## src/pkg/srh_pkg.sv

```systemverilog
package srh_pkg;

    // status group geometry
    localparam int SRH_GRP_W      = 16;
    localparam int SRH_MSB_BIT    = 15;
    localparam int SRH_NUM_GRP    = 3;

    // group indices
    localparam int SRH_GRP_DEV    = 0;
    localparam int SRH_GRP_QUES   = 1;
    localparam int SRH_GRP_OPER   = 2;

    // status byte bit positions
    localparam int SRH_STB_DEV    = 1;
    localparam int SRH_STB_ERRQ   = 2;
    localparam int SRH_STB_QUES   = 3;
    localparam int SRH_STB_MAV    = 4;
    localparam int SRH_STB_ESB    = 5;
    localparam int SRH_STB_MSS    = 6;
    localparam int SRH_STB_OPER   = 7;

    // sub-register selectors
    typedef enum logic [2:0] {
        SRH_SUB_COND,
        SRH_SUB_PTR,
        SRH_SUB_NTR,
        SRH_SUB_EVT,
        SRH_SUB_ENA
    } srh_sub_t;

    // top-level selectors
    typedef enum logic [1:0] {
        SRH_TOP_STB,
        SRH_TOP_SRE,
        SRH_TOP_PPE
    } srh_top_t;

    // reset values and valid-bit mask
    localparam logic [15:0] SRH_PTR_RST   = 16'h7fff;
    localparam logic [15:0] SRH_NTR_RST   = 16'h0000;
    localparam logic [15:0] SRH_ENA_RST   = 16'h0000;
    localparam logic [7:0]  SRH_SRE_RST   = 8'h00;
    localparam logic [7:0]  SRH_PPE_RST   = 8'h00;
    localparam logic [15:0] SRH_VALID_MSK = 16'h7fff;

    // register access request from the command interpreter
    typedef struct packed {
        logic        rd;
        logic        wr;
        logic        top;
        logic [1:0]  grp;
        logic [2:0]  sub;
        logic [15:0] wdata;
    } srh_req_t;

endpackage

```

## src/core/srh_group.sv

```systemverilog
`timescale 1ns/1ps
`default_nettype none
module srh_group
    import srh_pkg::*;
#(
    parameter int W = srh_pkg::SRH_GRP_W
) (
    // clock and reset
    input  wire logic         mclk_i,
    input  wire logic         resetn_i,
    // condition inputs
    input  wire logic [W-1:0] cond_i,
    // register access
    input  wire logic         sel_i,
    input  wire logic         rd_i,
    input  wire logic         wr_i,
    input  wire logic [2:0]   sub_i,
    input  wire logic [W-1:0] wdata_i,
    // results
    output logic [W-1:0]      rdata_o,
    output logic              summary_o
);
    logic [W-1:0] cond_r, cond_nxt;
    logic [W-1:0] ptr_r, ptr_nxt;
    logic [W-1:0] ntr_r, ntr_nxt;
    logic [W-1:0] evt_r, evt_nxt;
    logic [W-1:0] ena_r, ena_nxt;
    logic         sum_r, sum_nxt;
    logic [W-1:0] rise, fall, hit;

    always_comb begin
        cond_nxt = cond_i & SRH_VALID_MSK[W-1:0];
        rise     = cond_nxt & ~cond_r;
        fall     = ~cond_nxt & cond_r;
        hit      = (rise & ptr_r) | (fall & ntr_r);
        ptr_nxt  = ptr_r;
        ntr_nxt  = ntr_r;
        ena_nxt  = ena_r;
        evt_nxt  = evt_r;
        if (sel_i && rd_i && srh_sub_t'(sub_i) == SRH_SUB_EVT) begin
            evt_nxt = '0;
        end
        evt_nxt = (evt_nxt | hit) & SRH_VALID_MSK[W-1:0];
        // condition and event take no writes
        if (sel_i && wr_i) begin
            case (srh_sub_t'(sub_i))
                SRH_SUB_PTR: ptr_nxt = wdata_i & SRH_VALID_MSK[W-1:0];
                SRH_SUB_NTR: ntr_nxt = wdata_i & SRH_VALID_MSK[W-1:0];
                SRH_SUB_ENA: ena_nxt = wdata_i & SRH_VALID_MSK[W-1:0];
                default:     ;
            endcase
        end
        sum_nxt = |(evt_nxt & ena_nxt);
    end

    always_ff @(posedge mclk_i or negedge resetn_i) begin
        if (!resetn_i) begin
            cond_r <= '0;
            ptr_r  <= SRH_PTR_RST[W-1:0];
            ntr_r  <= SRH_NTR_RST[W-1:0];
            evt_r  <= '0;
            ena_r  <= SRH_ENA_RST[W-1:0];
            sum_r  <= 1'b0;
        end else begin
            cond_r <= cond_nxt;
            ptr_r  <= ptr_nxt;
            ntr_r  <= ntr_nxt;
            evt_r  <= evt_nxt;
            ena_r  <= ena_nxt;
            sum_r  <= sum_nxt;
        end
    end

    always_comb begin
        case (srh_sub_t'(sub_i))
            SRH_SUB_COND: rdata_o = cond_r;
            SRH_SUB_PTR:  rdata_o = ptr_r;
            SRH_SUB_NTR:  rdata_o = ntr_r;
            SRH_SUB_EVT:  rdata_o = evt_r;
            SRH_SUB_ENA:  rdata_o = ena_r;
            default:      rdata_o = '0;
        endcase
    end

    assign summary_o = sum_r;
endmodule
`default_nettype wire

```

## src/core/srh_srq.sv

```systemverilog
`timescale 1ns/1ps
`default_nettype none
module srh_srq
    import srh_pkg::*;
(
    // clock and reset
    input  wire logic       mclk_i,
    input  wire logic       resetn_i,
    // status byte without master summary
    input  wire logic [7:0] stb_i,
    input  wire logic [7:0] sre_i,
    input  wire logic       err_new_i,
    // request
    output logic            srq_o
);
    logic [7:0] prev_r, prev_nxt;
    logic [7:0] sre_eff;
    logic       srq_r, srq_nxt;

    always_comb begin
        sre_eff = sre_i;
        sre_eff[SRH_STB_MSS] = 1'b0;
        prev_nxt = stb_i;
        srq_nxt = (|(stb_i & ~prev_r & sre_eff))
                | (err_new_i & sre_eff[SRH_STB_ERRQ]);
    end

    always_ff @(posedge mclk_i or negedge resetn_i) begin
        if (!resetn_i) begin
            prev_r <= 8'h00;
            srq_r  <= 1'b0;
        end else begin
            prev_r <= prev_nxt;
            srq_r  <= srq_nxt;
        end
    end

    assign srq_o = srq_r;
endmodule
`default_nettype wire

```

## src/core/srh_top.sv

```systemverilog
// Function
// - five 16-bit sub-registers per group, bits handled independently
// - bit 15 held at zero in every sub-register
// - condition follows the hardware inputs only, sampled on every clock
// - condition is read-only; writes ignored, reads non-destructive
// - rising condition sets event when positive filter bit set
// - falling condition sets event when negative filter bit set
// - both transition filters read/write, reads non-destructive
// - event latches filtered transitions until read
// - event read-only, every read clears it except bits set by a transition in the same cycle
// - summary is OR of event AND enable
// - enable read/write anytime, reads non-destructive
// - summary feeds a status byte bit, not a condition bit of another group
// - status byte bit 6 set when any enabled bit set
// - enable bit 6 ignored for service request
// - service request on enabled status byte bit rising
// - bits 1, 3, 7 carry device, questionable, operation summaries
// - bit 2 means error queue non-empty; each new entry requests
// - bit 4 set while output queue holds a response
// - bit 5 set when enabled standard event bit set
// - individual status flag is OR of status byte AND parallel mask
`timescale 1ns/1ps
`default_nettype none
module srh_top
    import srh_pkg::*;
#(
    parameter int W = srh_pkg::SRH_GRP_W
) (
    // clock and reset
    input  wire logic                       mclk_i,
    input  wire logic                       resetn_i,
    // hardware conditions per group
    input  wire logic [W-1:0]               dev_cond_i,
    input  wire logic [W-1:0]               ques_cond_i,
    input  wire logic [W-1:0]               oper_cond_i,
    // queue and standard event state
    input  wire logic                       err_nonempty_i,
    input  wire logic                       err_new_i,
    input  wire logic                       out_avail_i,
    input  wire logic [7:0]                 std_evt_i,
    input  wire logic [7:0]                 std_ena_i,
    // register access
    input  wire srh_pkg::srh_req_t          req_i,
    output logic [W-1:0]                    rdata_o,
    // bus side
    output logic [7:0]                      status_byte_o,
    output logic                            srq_o,
    output logic                            ist_o
);
    import srh_pkg::*;

    logic [W-1:0] grp_rdata [SRH_NUM_GRP];
    logic [SRH_NUM_GRP-1:0] grp_sum;
    logic [W-1:0] cond_in [SRH_NUM_GRP];
    logic [7:0] sre_r, sre_nxt;
    logic [7:0] ppe_r, ppe_nxt;
    logic [7:0] stb_r, stb_nxt;
    logic [7:0] stb_base;
    logic [W-1:0] rdata_r, rdata_nxt;
    logic ist_r, ist_nxt;
    logic srq_w;

    always_comb begin
        cond_in[SRH_GRP_DEV]  = dev_cond_i;
        cond_in[SRH_GRP_QUES] = ques_cond_i;
        cond_in[SRH_GRP_OPER] = oper_cond_i;
    end

    genvar g;
    generate
        for (g = 0; g < SRH_NUM_GRP; g++) begin : gen_grp
            srh_group #(.W(W)) u_grp (
                .mclk_i   (mclk_i),
                .resetn_i (resetn_i),
                .cond_i   (cond_in[g]),
                .sel_i    (!req_i.top && req_i.grp == 2'(g)),
                .rd_i     (req_i.rd),
                .wr_i     (req_i.wr),
                .sub_i    (req_i.sub),
                .wdata_i  (req_i.wdata[W-1:0]),
                .rdata_o  (grp_rdata[g]),
                .summary_o(grp_sum[g])
            );
        end
    endgenerate

    always_comb begin
        stb_base = 8'h00;
        stb_base[SRH_STB_DEV]  = grp_sum[SRH_GRP_DEV];
        stb_base[SRH_STB_ERRQ] = err_nonempty_i;
        stb_base[SRH_STB_QUES] = grp_sum[SRH_GRP_QUES];
        stb_base[SRH_STB_MAV]  = out_avail_i;
        stb_base[SRH_STB_ESB]  = |(std_evt_i & std_ena_i);
        stb_base[SRH_STB_OPER] = grp_sum[SRH_GRP_OPER];
        stb_nxt = stb_base;
        stb_nxt[SRH_STB_MSS] = |(stb_base & sre_r & ~(8'h01 << SRH_STB_MSS));
        ist_nxt = |(stb_nxt & ppe_r);
        sre_nxt = sre_r;
        ppe_nxt = ppe_r;
        if (req_i.top && req_i.wr) begin
            case (srh_top_t'(req_i.grp))
                SRH_TOP_SRE: sre_nxt = req_i.wdata[7:0];
                SRH_TOP_PPE: ppe_nxt = req_i.wdata[7:0];
                default:     ;
            endcase
        end
        if (req_i.top) begin
            case (srh_top_t'(req_i.grp))
                SRH_TOP_STB: rdata_nxt = {8'h00, stb_r};
                SRH_TOP_SRE: rdata_nxt = {8'h00, sre_r};
                SRH_TOP_PPE: rdata_nxt = {8'h00, ppe_r};
                default:     rdata_nxt = '0;
            endcase
        end else if (req_i.grp < 2'(SRH_NUM_GRP)) begin
            rdata_nxt = grp_rdata[req_i.grp];
        end else begin
            rdata_nxt = '0;
        end
    end

    srh_srq u_srq (
        .mclk_i   (mclk_i),
        .resetn_i (resetn_i),
        .stb_i    (stb_base),
        .sre_i    (sre_r),
        .err_new_i(err_new_i),
        .srq_o    (srq_w)
    );

    always_ff @(posedge mclk_i or negedge resetn_i) begin
        if (!resetn_i) begin
            sre_r   <= SRH_SRE_RST;
            ppe_r   <= SRH_PPE_RST;
            stb_r   <= 8'h00;
            ist_r   <= 1'b0;
            rdata_r <= '0;
        end else begin
            sre_r   <= sre_nxt;
            ppe_r   <= ppe_nxt;
            stb_r   <= stb_nxt;
            ist_r   <= ist_nxt;
            rdata_r <= rdata_nxt;
        end
    end

    assign rdata_o       = rdata_r;
    assign status_byte_o = stb_r;
    assign ist_o         = ist_r;
    assign srq_o         = srq_w;
endmodule
`default_nettype wire

```

## config.mk

```make
export PLATFORM = sky130hd
export DESIGN_NAME = srh_top
export DESIGN_NICKNAME = d
export VERILOG_FILES = /design/src/pkg/srh_pkg.sv /design/src/core/srh_group.sv /design/src/core/srh_srq.sv /design/src/core/srh_top.sv
export SDC_FILE = /design/constraint.sdc
export NUM_CORES = 1
export LEC_CHECK = 0
export BUFFER_PORTS_ARGS = -buffer_cell sky130_fd_sc_hd__buf_2
export CORE_ASPECT_RATIO = 0.8
export CORE_MARGIN = 2
export CORE_UTILIZATION = 60
export DETAILED_ROUTE_END_ITERATION = 10
export GPL_TIMING_DRIVEN = 0
export PLACE_DENSITY = 0.77
export SYNTH_ARGS = -nofsm -noshare
export SYNTH_HDL_FRONTEND = slang
export SYNTH_HIERARCHICAL = 1
export SYNTH_SLANG_ARGS = --single-unit
```

## constraint.sdc

```tcl
create_clock -name mclk_i -period 4.5 [get_ports mclk_i]
set_input_delay 0 -clock mclk_i [delete_from_list [all_inputs] [get_ports mclk_i]]
set_output_delay 0 -clock mclk_i [all_outputs]
set_load 0.02 [all_outputs]
```

# Yosys cells after proc, flatten, opt, wreduce, memory -nomap -nowiden
# Index checks and enable logic that the tools add are counted.
# totals
regBits,278
latch_bits,0
ram_bits,0
mem_bits_ro,0
inputBits,93
output_inout_bits,26
n_memories,0
# op_classes
addsub,0
n_mul,0
div_mod_pow,0
order_cmp,2
n_eq_ne,6
n_shift,0
muxes,18
n_bitwise,36
reduce_logical,31
# op_table
cell,count
$pmux W16 S5,3
$and A15 B15 Y15,12
$mux W16,10
$not A15 Y15,6
$or A15 B15 Y15,6
$and A15 B16 Y16,3
$reduce_or A16 Y1,3
$mux W15,3
$and A8 B8 Y8,5
$bmux W16 S2,1
$pmux W8 S3,1
$reduce_or A8 Y1,3
$reduce_and A2 Y1,8
$logic_and A1 B1 Y1,13
$not A8 Y8,1
$reduce_or A7 Y1,1
$eq A3 B2 Y1 const B,2
$eq A3 B1 Y1 const B,1
$eq A3 B3 Y1 const B,1
$ge A3 B3 Y1 const B,1
$logic_not A3 Y1,1
$not A2 Y3,1
$eq A2 B1 Y1 const B,1
$eq A2 B2 Y1 const B,1
other kinds (5),5

# Longest topological paths before layout
# Gate-level depths: netlist of run 1.
# depth
ltp_word,8
depth_mapped,10

# Modules after synthesis
# The synthesis of run 1 kept the hierarchy.
# by_module_without_submodules
module,n_inst,cells_each,area_each_um2,seq_area_each_um2
srh_group,3,323,3707.3,1920.6
srh_top,1,168,1978.1,1001.0
srh_srq,1,20,262.8,200.2

# Worst setup path before layout of run 1
# No wires, ideal clock.
# synth_path
path_kind,input to register
startpoint,in req_i[21] in the netlist's numbering
endpoint,reg gen_grp[1].u_grp.sum_r
setup_ps,143
arrival_time_ps,2023
slack_ps,2335
cell_stages,9
path_buffers,3
path_cell_list,buf_2 clkbuf_1 nor3b_1 nand4bb_1 buf_4 nor2_4 mux2_4 a222oi_1 nand4_1
# synth_between
elab_cells_between_ends,10
cone_classes,2 x mux; 2 x bitwise; 6 x reduce/logical
# synth_lines
element,line,rtl
from (decl),srh_top.sv:43,"input wire srh_pkg::srh_req_t req_i,"
$logic_not A1 Y1,srh_top.sv:76,".sel_i (!req_i.top && req_i.grp == 2'(g)),"
$logic_and A1 B1 Y1,srh_top.sv:76,
$logic_and A1 B1 Y1,srh_group.sv:45,if (sel_i && wr_i) begin
$mux W16,srh_group.sv:45,
via gen_grp[1].u_grp.ena_nxt[10],srh_group.sv:27,"logic [W-1:0] ena_r, ena_nxt;"
$and A15 B16 Y16,srh_group.sv:53,sum_nxt = |(evt_nxt & ena_nxt);
$reduce_or A16 Y1,srh_group.sv:53,
via gen_grp[1].u_grp.sum_nxt,srh_group.sv:28,"logic sum_r, sum_nxt;"
to (signal assigned),srh_group.sv:70,sum_r <= sum_nxt;
to (decl),srh_group.sv:28,
# The timed path passes the listed nets, and every way through them passes these cells.
# A chain may end at the register's enable or synchronous reset.

# Worst setup path after layout of run 1
# layout_path
startpoint,in req_i[20] in the netlist's numbering
endpoint,reg gen_grp[0].u_grp.sum_r
# layout_between
elab_cells_between_ends,10
cone_classes,2 x mux; 2 x bitwise; 6 x reduce/logical
# layout_lines
element,line
$logic_not A2 Y1,srh_top.sv:76
$logic_and A1 B1 Y1,srh_top.sv:76
$logic_and A1 B1 Y1,srh_group.sv:45
$mux W16,srh_group.sv:45
via gen_grp[0].u_grp.ena_nxt[8],srh_group.sv:27
$and A15 B16 Y16,srh_group.sv:53
$reduce_or A16 Y1,srh_group.sv:53
via gen_grp[0].u_grp.sum_nxt,srh_group.sv:28
to (signal assigned),srh_group.sv:70
to (decl),srh_group.sv:28
# The timed path passes the listed nets, and every way through them passes these cells.

==> metrics.txt, run 1 <==
status=complete, no violations; worst hold slack=35.08 ps; clock-pin transition on the worst setup and hold timing paths=70 ps; f_max=341.7 MHz; nature of the critical path endpoint=flop; Primary FF master, synth=dfrtp_1; Hold Fails Final Rpt=0; Period minus WS final=approximately 2900 ps; hold buffers post-CTS=75; Mapped Avg Cell Area=11.55 µm²; max-slew violations=0; final global-route overflow total=0; crit path max fanout=10; die area=23490 µm²; H-tree depth=1; Worst Max-Slew Pin Slew=918.2 ps; WS Path Type=in -> reg; vias in the first global route=10840; Resized cells post-CTS=0; Initial DRC Count=1320; via count=11060; top cell type's share of synthesized area=a little over two fifths; share of cells above drive strength 1=22.71%; global-route wire length before repair=61740 µm; Max clock buf depth=3; period utilization=between 60% and 70%; RSZ-0062 raised after global routing=no; Pleak=6.810 nW; fin area=15920 µm²; asr flop ratio synth=100.0%; Fillers=1570; port bufs=112; pin count of the biggest net entering global routing=110; # setup viols final=0; CP required=4810 ps; sequential share of the synthesized area=52.11%; Initial Util=61.46%; Mapped Area=13360 µm²; Pwr Total=6.557 mW; Syn Inst Count=1157; Setup Buffers After CTS=0; maxcap violations=0; crit path launch type=input pin; core area=21740 µm²; Ys Warns=6; GRT Util Overall=a little over a third; num rows=48; post-place instance area=about 14000 µm²; area of the multi-input gates=6000 µm²; die height=137.5 µm; Clock Latency Late Sink=540 ps; R2R Setup Slk=2450 ps; Final nets=1470; number of top-level pins=around 120; clk sink count=roughly 280; routability cong.=a little over 0.9; Post-synth EDFFs=0; detailed-route wire length=40460 µm; TritonRoute pass-1 iters=6; CP arrival=3240 ps; commonest non-fill, non-tap cells in the layout=231 x dfrtp_1, 137 x buf_2, 93 x mux2_1; CTS tree=done; Pwr per Cell Area=411.8 nW/µm²; Worst Hold Class=in -> reg; Final ANT Viol Nets=0; Detailed Place HPWL=26860 µm; # DRC=0; Rel. slew slack=38.32%; post-synthesis cell type count=51; flops & latches, synth=between 200 and 300; Reg area=around 7000 µm²; maximum vdd ir drop=slightly below 0.3 mV; initial antenna violation count=4; Layout area overhead=19.14%; top cells by area, synth=dfrtp_1 43%, dfstp_2 8.8%, mux2_1 7.8%; Yosys top cell by area=dfrtp_1; Fin Clk Skew=7.596 ps; TNS Setup=0 ps; CTS Buf Count=27; die width=170.9 µm; per-cell routed wire length=23.81 µm; CTS root buf=clkbuf_16; most common cell after layout, fill and taps aside=dfrtp_1; via density per instance=6.510
registers in the layout, summed over array words and instances, names as in the netlist:
| register | flops |
|---|---|
| sre_r | 8 |
| gen_grp.u_grp/summary_o | 3 |
| status_byte_o | 7 |
| ist_o | 1 |
| u_srq/srq_o | 1 |
| u_srq/prev_r | 7 |
| gen_grp.u_grp/evt_r | 45 |
| ppe_r | 8 |
| gen_grp.u_grp/ptr_r | 45 |
| rdata_o | 16 |
| gen_grp.u_grp/ena_r | 45 |
| gen_grp.u_grp/cond_r | 45 |
| gen_grp.u_grp/ntr_r | 45 |
power breakdown:
part           internal (mW)  leakage (nW)  total (mW)  switching, mW
Sequential              2.91          3.22        3.16          0.258
Clock                   1.16         0.380        2.11          0.946
Combinational          0.552          3.21        1.29          0.734
cells in the mapped netlist, drive strengths merged, types with 45 or more instances:
cell type,count
mux2i,46
nor2,56
dfrtp,231
o22ai,49
a22oi,50
nand3,55
dfstp,45
nand3b,72
mux2,147
o21ai,73
nand2,75
a21oi,56
area by class of cell:
cell class              instances  area share [%]
flip-flops and latches        276           43.74
multi-input cells             801           37.68
repair buffers                189           8.645
clock buffers                  45           4.857
plain buffers                  75           2.397
well taps                     300           2.358
inverters                       7          0.1650
clock inverters                 3          0.1100
diodes                          3         0.04715
metal layers:
| metal | wire length, µm | up-vias | GRT usage [%] |
|---|---|---|---|
| met4 | 1490 | 4 | 12.71 |
| li1 | - | 4839 | - |
| met5 | 75 | - | 1.957 |
| met2 | 17490 | 624 | 52.36 |
| met1 | 16850 | 5486 | 48.99 |
| met3 | 4549 | 108 | 9.997 |
logic make-up after synthesis:
group / Yosys count / synth area share [%]
compound gates: 309 / 15.39
buf+inv: 82 / 3.052
flops: 276 / 52.11
mux: 193 / 16.25
other cells: 4 / 0.1123
simple gates: 293 / 13.08
critical path, stage by stage:
cell and delay (ps):
dlygate4sd3_1 550, buf_2 170, nor3_1 760, nand4bb_1 170
buf_4 220, nor2_4 280, mux2_4 350, a2111oi_2 400
nand4_1 320
worst paths after layout:
check | start | endpoint | cells past startpoint
max | req_i[20] | gen_grp[0].u_grp/summary_o | 9
min | req_i[0] | gen_grp[1].u_grp/ntr_r[0] | 2
max reg2reg | sre_r[5] | ist_o | 5
min reg2reg | gen_grp[0].u_grp/summary_o | u_srq/prev_r[1] | 0
max in group asynchronous | resetn_i | gen_grp[2].u_grp/cond_r[0] | 3
min in group asynchronous | resetn_i | gen_grp[1].u_grp/evt_r[1] | 2
metrics by stage:
stage	worst slack [ps]	utilization, %	std cells
after global placement	-1557	65.80	1571
after global routing	1567	73.19	1696
after floorplan	2335	-	1159
after CTS	1768	73.19	1696
after detailed placement	1321	66.10	1573
final	1574	73.23	1699
(Power assumes the default switching activity.)
==> inputs of run 2 (changes only) <==
==> constraint.sdc (replaced) <==
create_clock -name mclk_i -period 2.8 [get_ports mclk_i]
set_input_delay 0 -clock mclk_i [delete_from_list [all_inputs] [get_ports mclk_i]]
set_output_delay 0 -clock mclk_i [all_outputs]
set_load 0.02 [all_outputs]
==> run 2 against run 1 <==
Effect of this change:
- clock power grew 61%
- clock-buffer cell count unchanged
- die area stayed put
- critical endpoint is now rdata_o[4]
- largest cell class unchanged
==> metrics.txt, run 2 (synthesized netlist as in run 1, its figures left out) <==
Hold Path Stages=4 (+2); R2R cell count=5 (unchanged); critical path's most frequent cell=clkbuf_1; crit path launch type=input pin; grt met3 use=9.997% (unchanged); CTS root buf=clkbuf_16; Detailed Place HPWL=26860 µm (unchanged); period utilization=98.37%; nature of the critical path endpoint=flop; CTS tree=done; Hold Path End=gen_grp[2].u_grp/evt_r[7]; met1 GRT Util=48.99% (unchanged); Fin Clk Skew=8.162 ps (+0.5659 ps); worst hold slack=33.79 ps (-1.298 ps); fin area=15920 µm² (about the same); met2 GRT Util=52.36% (unchanged); Max clock buf depth=3 (unchanged); global-route wire length before repair=61740 µm (unchanged); # DRC=0 (unchanged); f_max=363.1 MHz; number of top-level pins=119 (unchanged); vias in the first global route=10840 (unchanged); fin util=73.23% (about the same); hold_sp=req_i[23]; placed insts=1573 (unchanged); per-cell routed wire length=23.87 µm (+0.22%); CTS Buf Count=27 (unchanged); Pwr per Cell Area=662.1 nW/µm² (+61%); pin count of the biggest net entering global routing=110 (unchanged); final global-route overflow total=0 (unchanged); maximum vdd ir drop=0.4705 mV (+62%); max-slew violations=0 (unchanged); Worst Hold Class=in -> reg; WS Path Type=in -> reg; R2R Setup Slk=740 ps (-1710 ps); Layout area overhead=19.15% (about the same); Hold Fails Final Rpt=0 (unchanged); pre-CTS setup slack=-379.0 ps (-1700 ps); FF-to-FF Start=sre_r[5]; Rel. slew slack=51.01% (+13 points); Worst Max-Slew Pin Slew=734.8 ps (-183.4 ps); crit path max fanout=10 (unchanged); CP arrival=3220 ps (-20 ps); maxcap violations=0 (unchanged); routability cong.=0.9269 (unchanged); port bufs=112 (unchanged); Initial DRC Count=1288 (-2.4%); die width=170.9 µm (unchanged); H-tree depth=1 (unchanged); Layout Cells excl Fill=1697 (-0.12%); via count=11020 (-0.41%); clk sink count=276 (unchanged); Pleak=6.814 nW (about the same); die area=23490 µm² (unchanged); Setup WS post-layout=45.69 ps (-1528 ps); core area=21740 µm² (unchanged); # setup viols final=0 (unchanged); Top delay family on crit path=buffers and inverters; clock-pin transition on the worst setup and hold timing paths=70 ps (about the same); CP cell instances=dlygate4sd3_1 -> buf_2 -> inv_2 -> clkbuf_1 -> nor2_1 -> clkbuf_1 -> a22oi_1 -> o22ai_1 -> mux2_2 -> a221oi_1 -> a21oi_1; GRT Max-Usage Layer=met2; Initial Util=61.46% (unchanged); via density per instance=6.491 (-0.29%); detailed-route wire length=40500 µm (about the same); GRT Util Overall=35.03% (unchanged); TNS Setup=0 ps (unchanged); most common cell after layout, fill and taps aside=dfrtp_1; Crit path largest cell delay=520 ps (-240 ps); commonest non-fill, non-tap cells in the layout=231 x dfrtp_1, 137 x buf_2, 93 x mux2_1; CP required=3260 ps (-1550 ps); post-place instance area=14370 µm² (unchanged); status=complete, no violations; Clock Latency Late Sink=540 ps (about the same); worst r2r dst=ist_o; initial antenna violation count=4 (unchanged); share of cells above drive strength 1=22.85% (+0.14 points); RSZ-0062 raised after global routing=no; die height=137.5 µm (unchanged); Final ANT Viol Nets=0 (unchanged); TritonRoute pass-1 iters=6 (unchanged); Final nets=1470 (unchanged); CP max stage cell=dlygate4sd3_1; Period minus WS final=2754 ps; WP buf/inv=5 (+2); Pwr Total=10.54 mW (+61%); num rows=48 (unchanged)
-- run 2: cell count changes in the layout (fill, tap and decap cells not counted), sizes merged --
cell   change
diode      -2
-- run 2: layout make-up --
| class | count | area [µm²] |
|---|---|---|
| timing repair buffer | 189 | 1376 |
| fill | 1571 | 5819 |
| tap | 300 | 375.4 |
| sequential | 276 | 6963 |
| antenna | 1 | 2.502 |
| clock buffer | 45 | 773.2 |
| multi-input combinational | 801 | 6005 |
| clock inverter | 3 | 17.52 |
| inverter | 7 | 26.28 |
| buffer | 75 | 382.9 |
-- run 2: worst max-delay path by stage --
stage                   start                         end  depth (start not counted)
floorplan           req_i[21]  gen_grp[1].u_grp/summary_o                          9
global placement     resetn_i  gen_grp[2].u_grp/cond_r[7]                          1
detailed placement  req_i[21]  gen_grp[0].u_grp/summary_o                         10
CTS                 req_i[20]  gen_grp[0].u_grp/summary_o                          9
global route        req_i[18]                  rdata_o[4]                         11
finish              req_i[18]                  rdata_o[4]                         11
-- run 2: report_power, final --
| group | internal [mW] | total (mW) | switching [mW] | leakage, nW |
|---|---|---|---|---|
| sequential | 4.67 | 5.08 | 0.415 | 3.22 |
| clock | 1.87 | 3.40 | 1.53 | 0.380 |
| combinational | 0.888 | 2.06 | 1.17 | 3.21 |
| total | 7.42 | 10.5 | 3.12 | 6.81 |
-- run 2: repair_timing --
item                       in CTS  in global routing
hold endpoints to repair      311                  0
hold buffers                   75                  0
resized for setup               0                  3
setup endpoints to repair       0                  4
buffers inserted                0                  0
-- run 2: worst min-delay path: cells and delay by family --
| family | cells | cell delay, ps |
|---|---|---|
| buf+inv | 1 | 170 |
| simple gates | 2 | 250 |
| compound gates | 1 | 110 |
-- run 2: metal layers --
layer / up-vias / wire length [µm]
li1: 4823 / -
met1: 5477 / 16950
met2: 616 / 17590
met3: 96 / 4507
met4: 4 / 1380
met5: - / 75
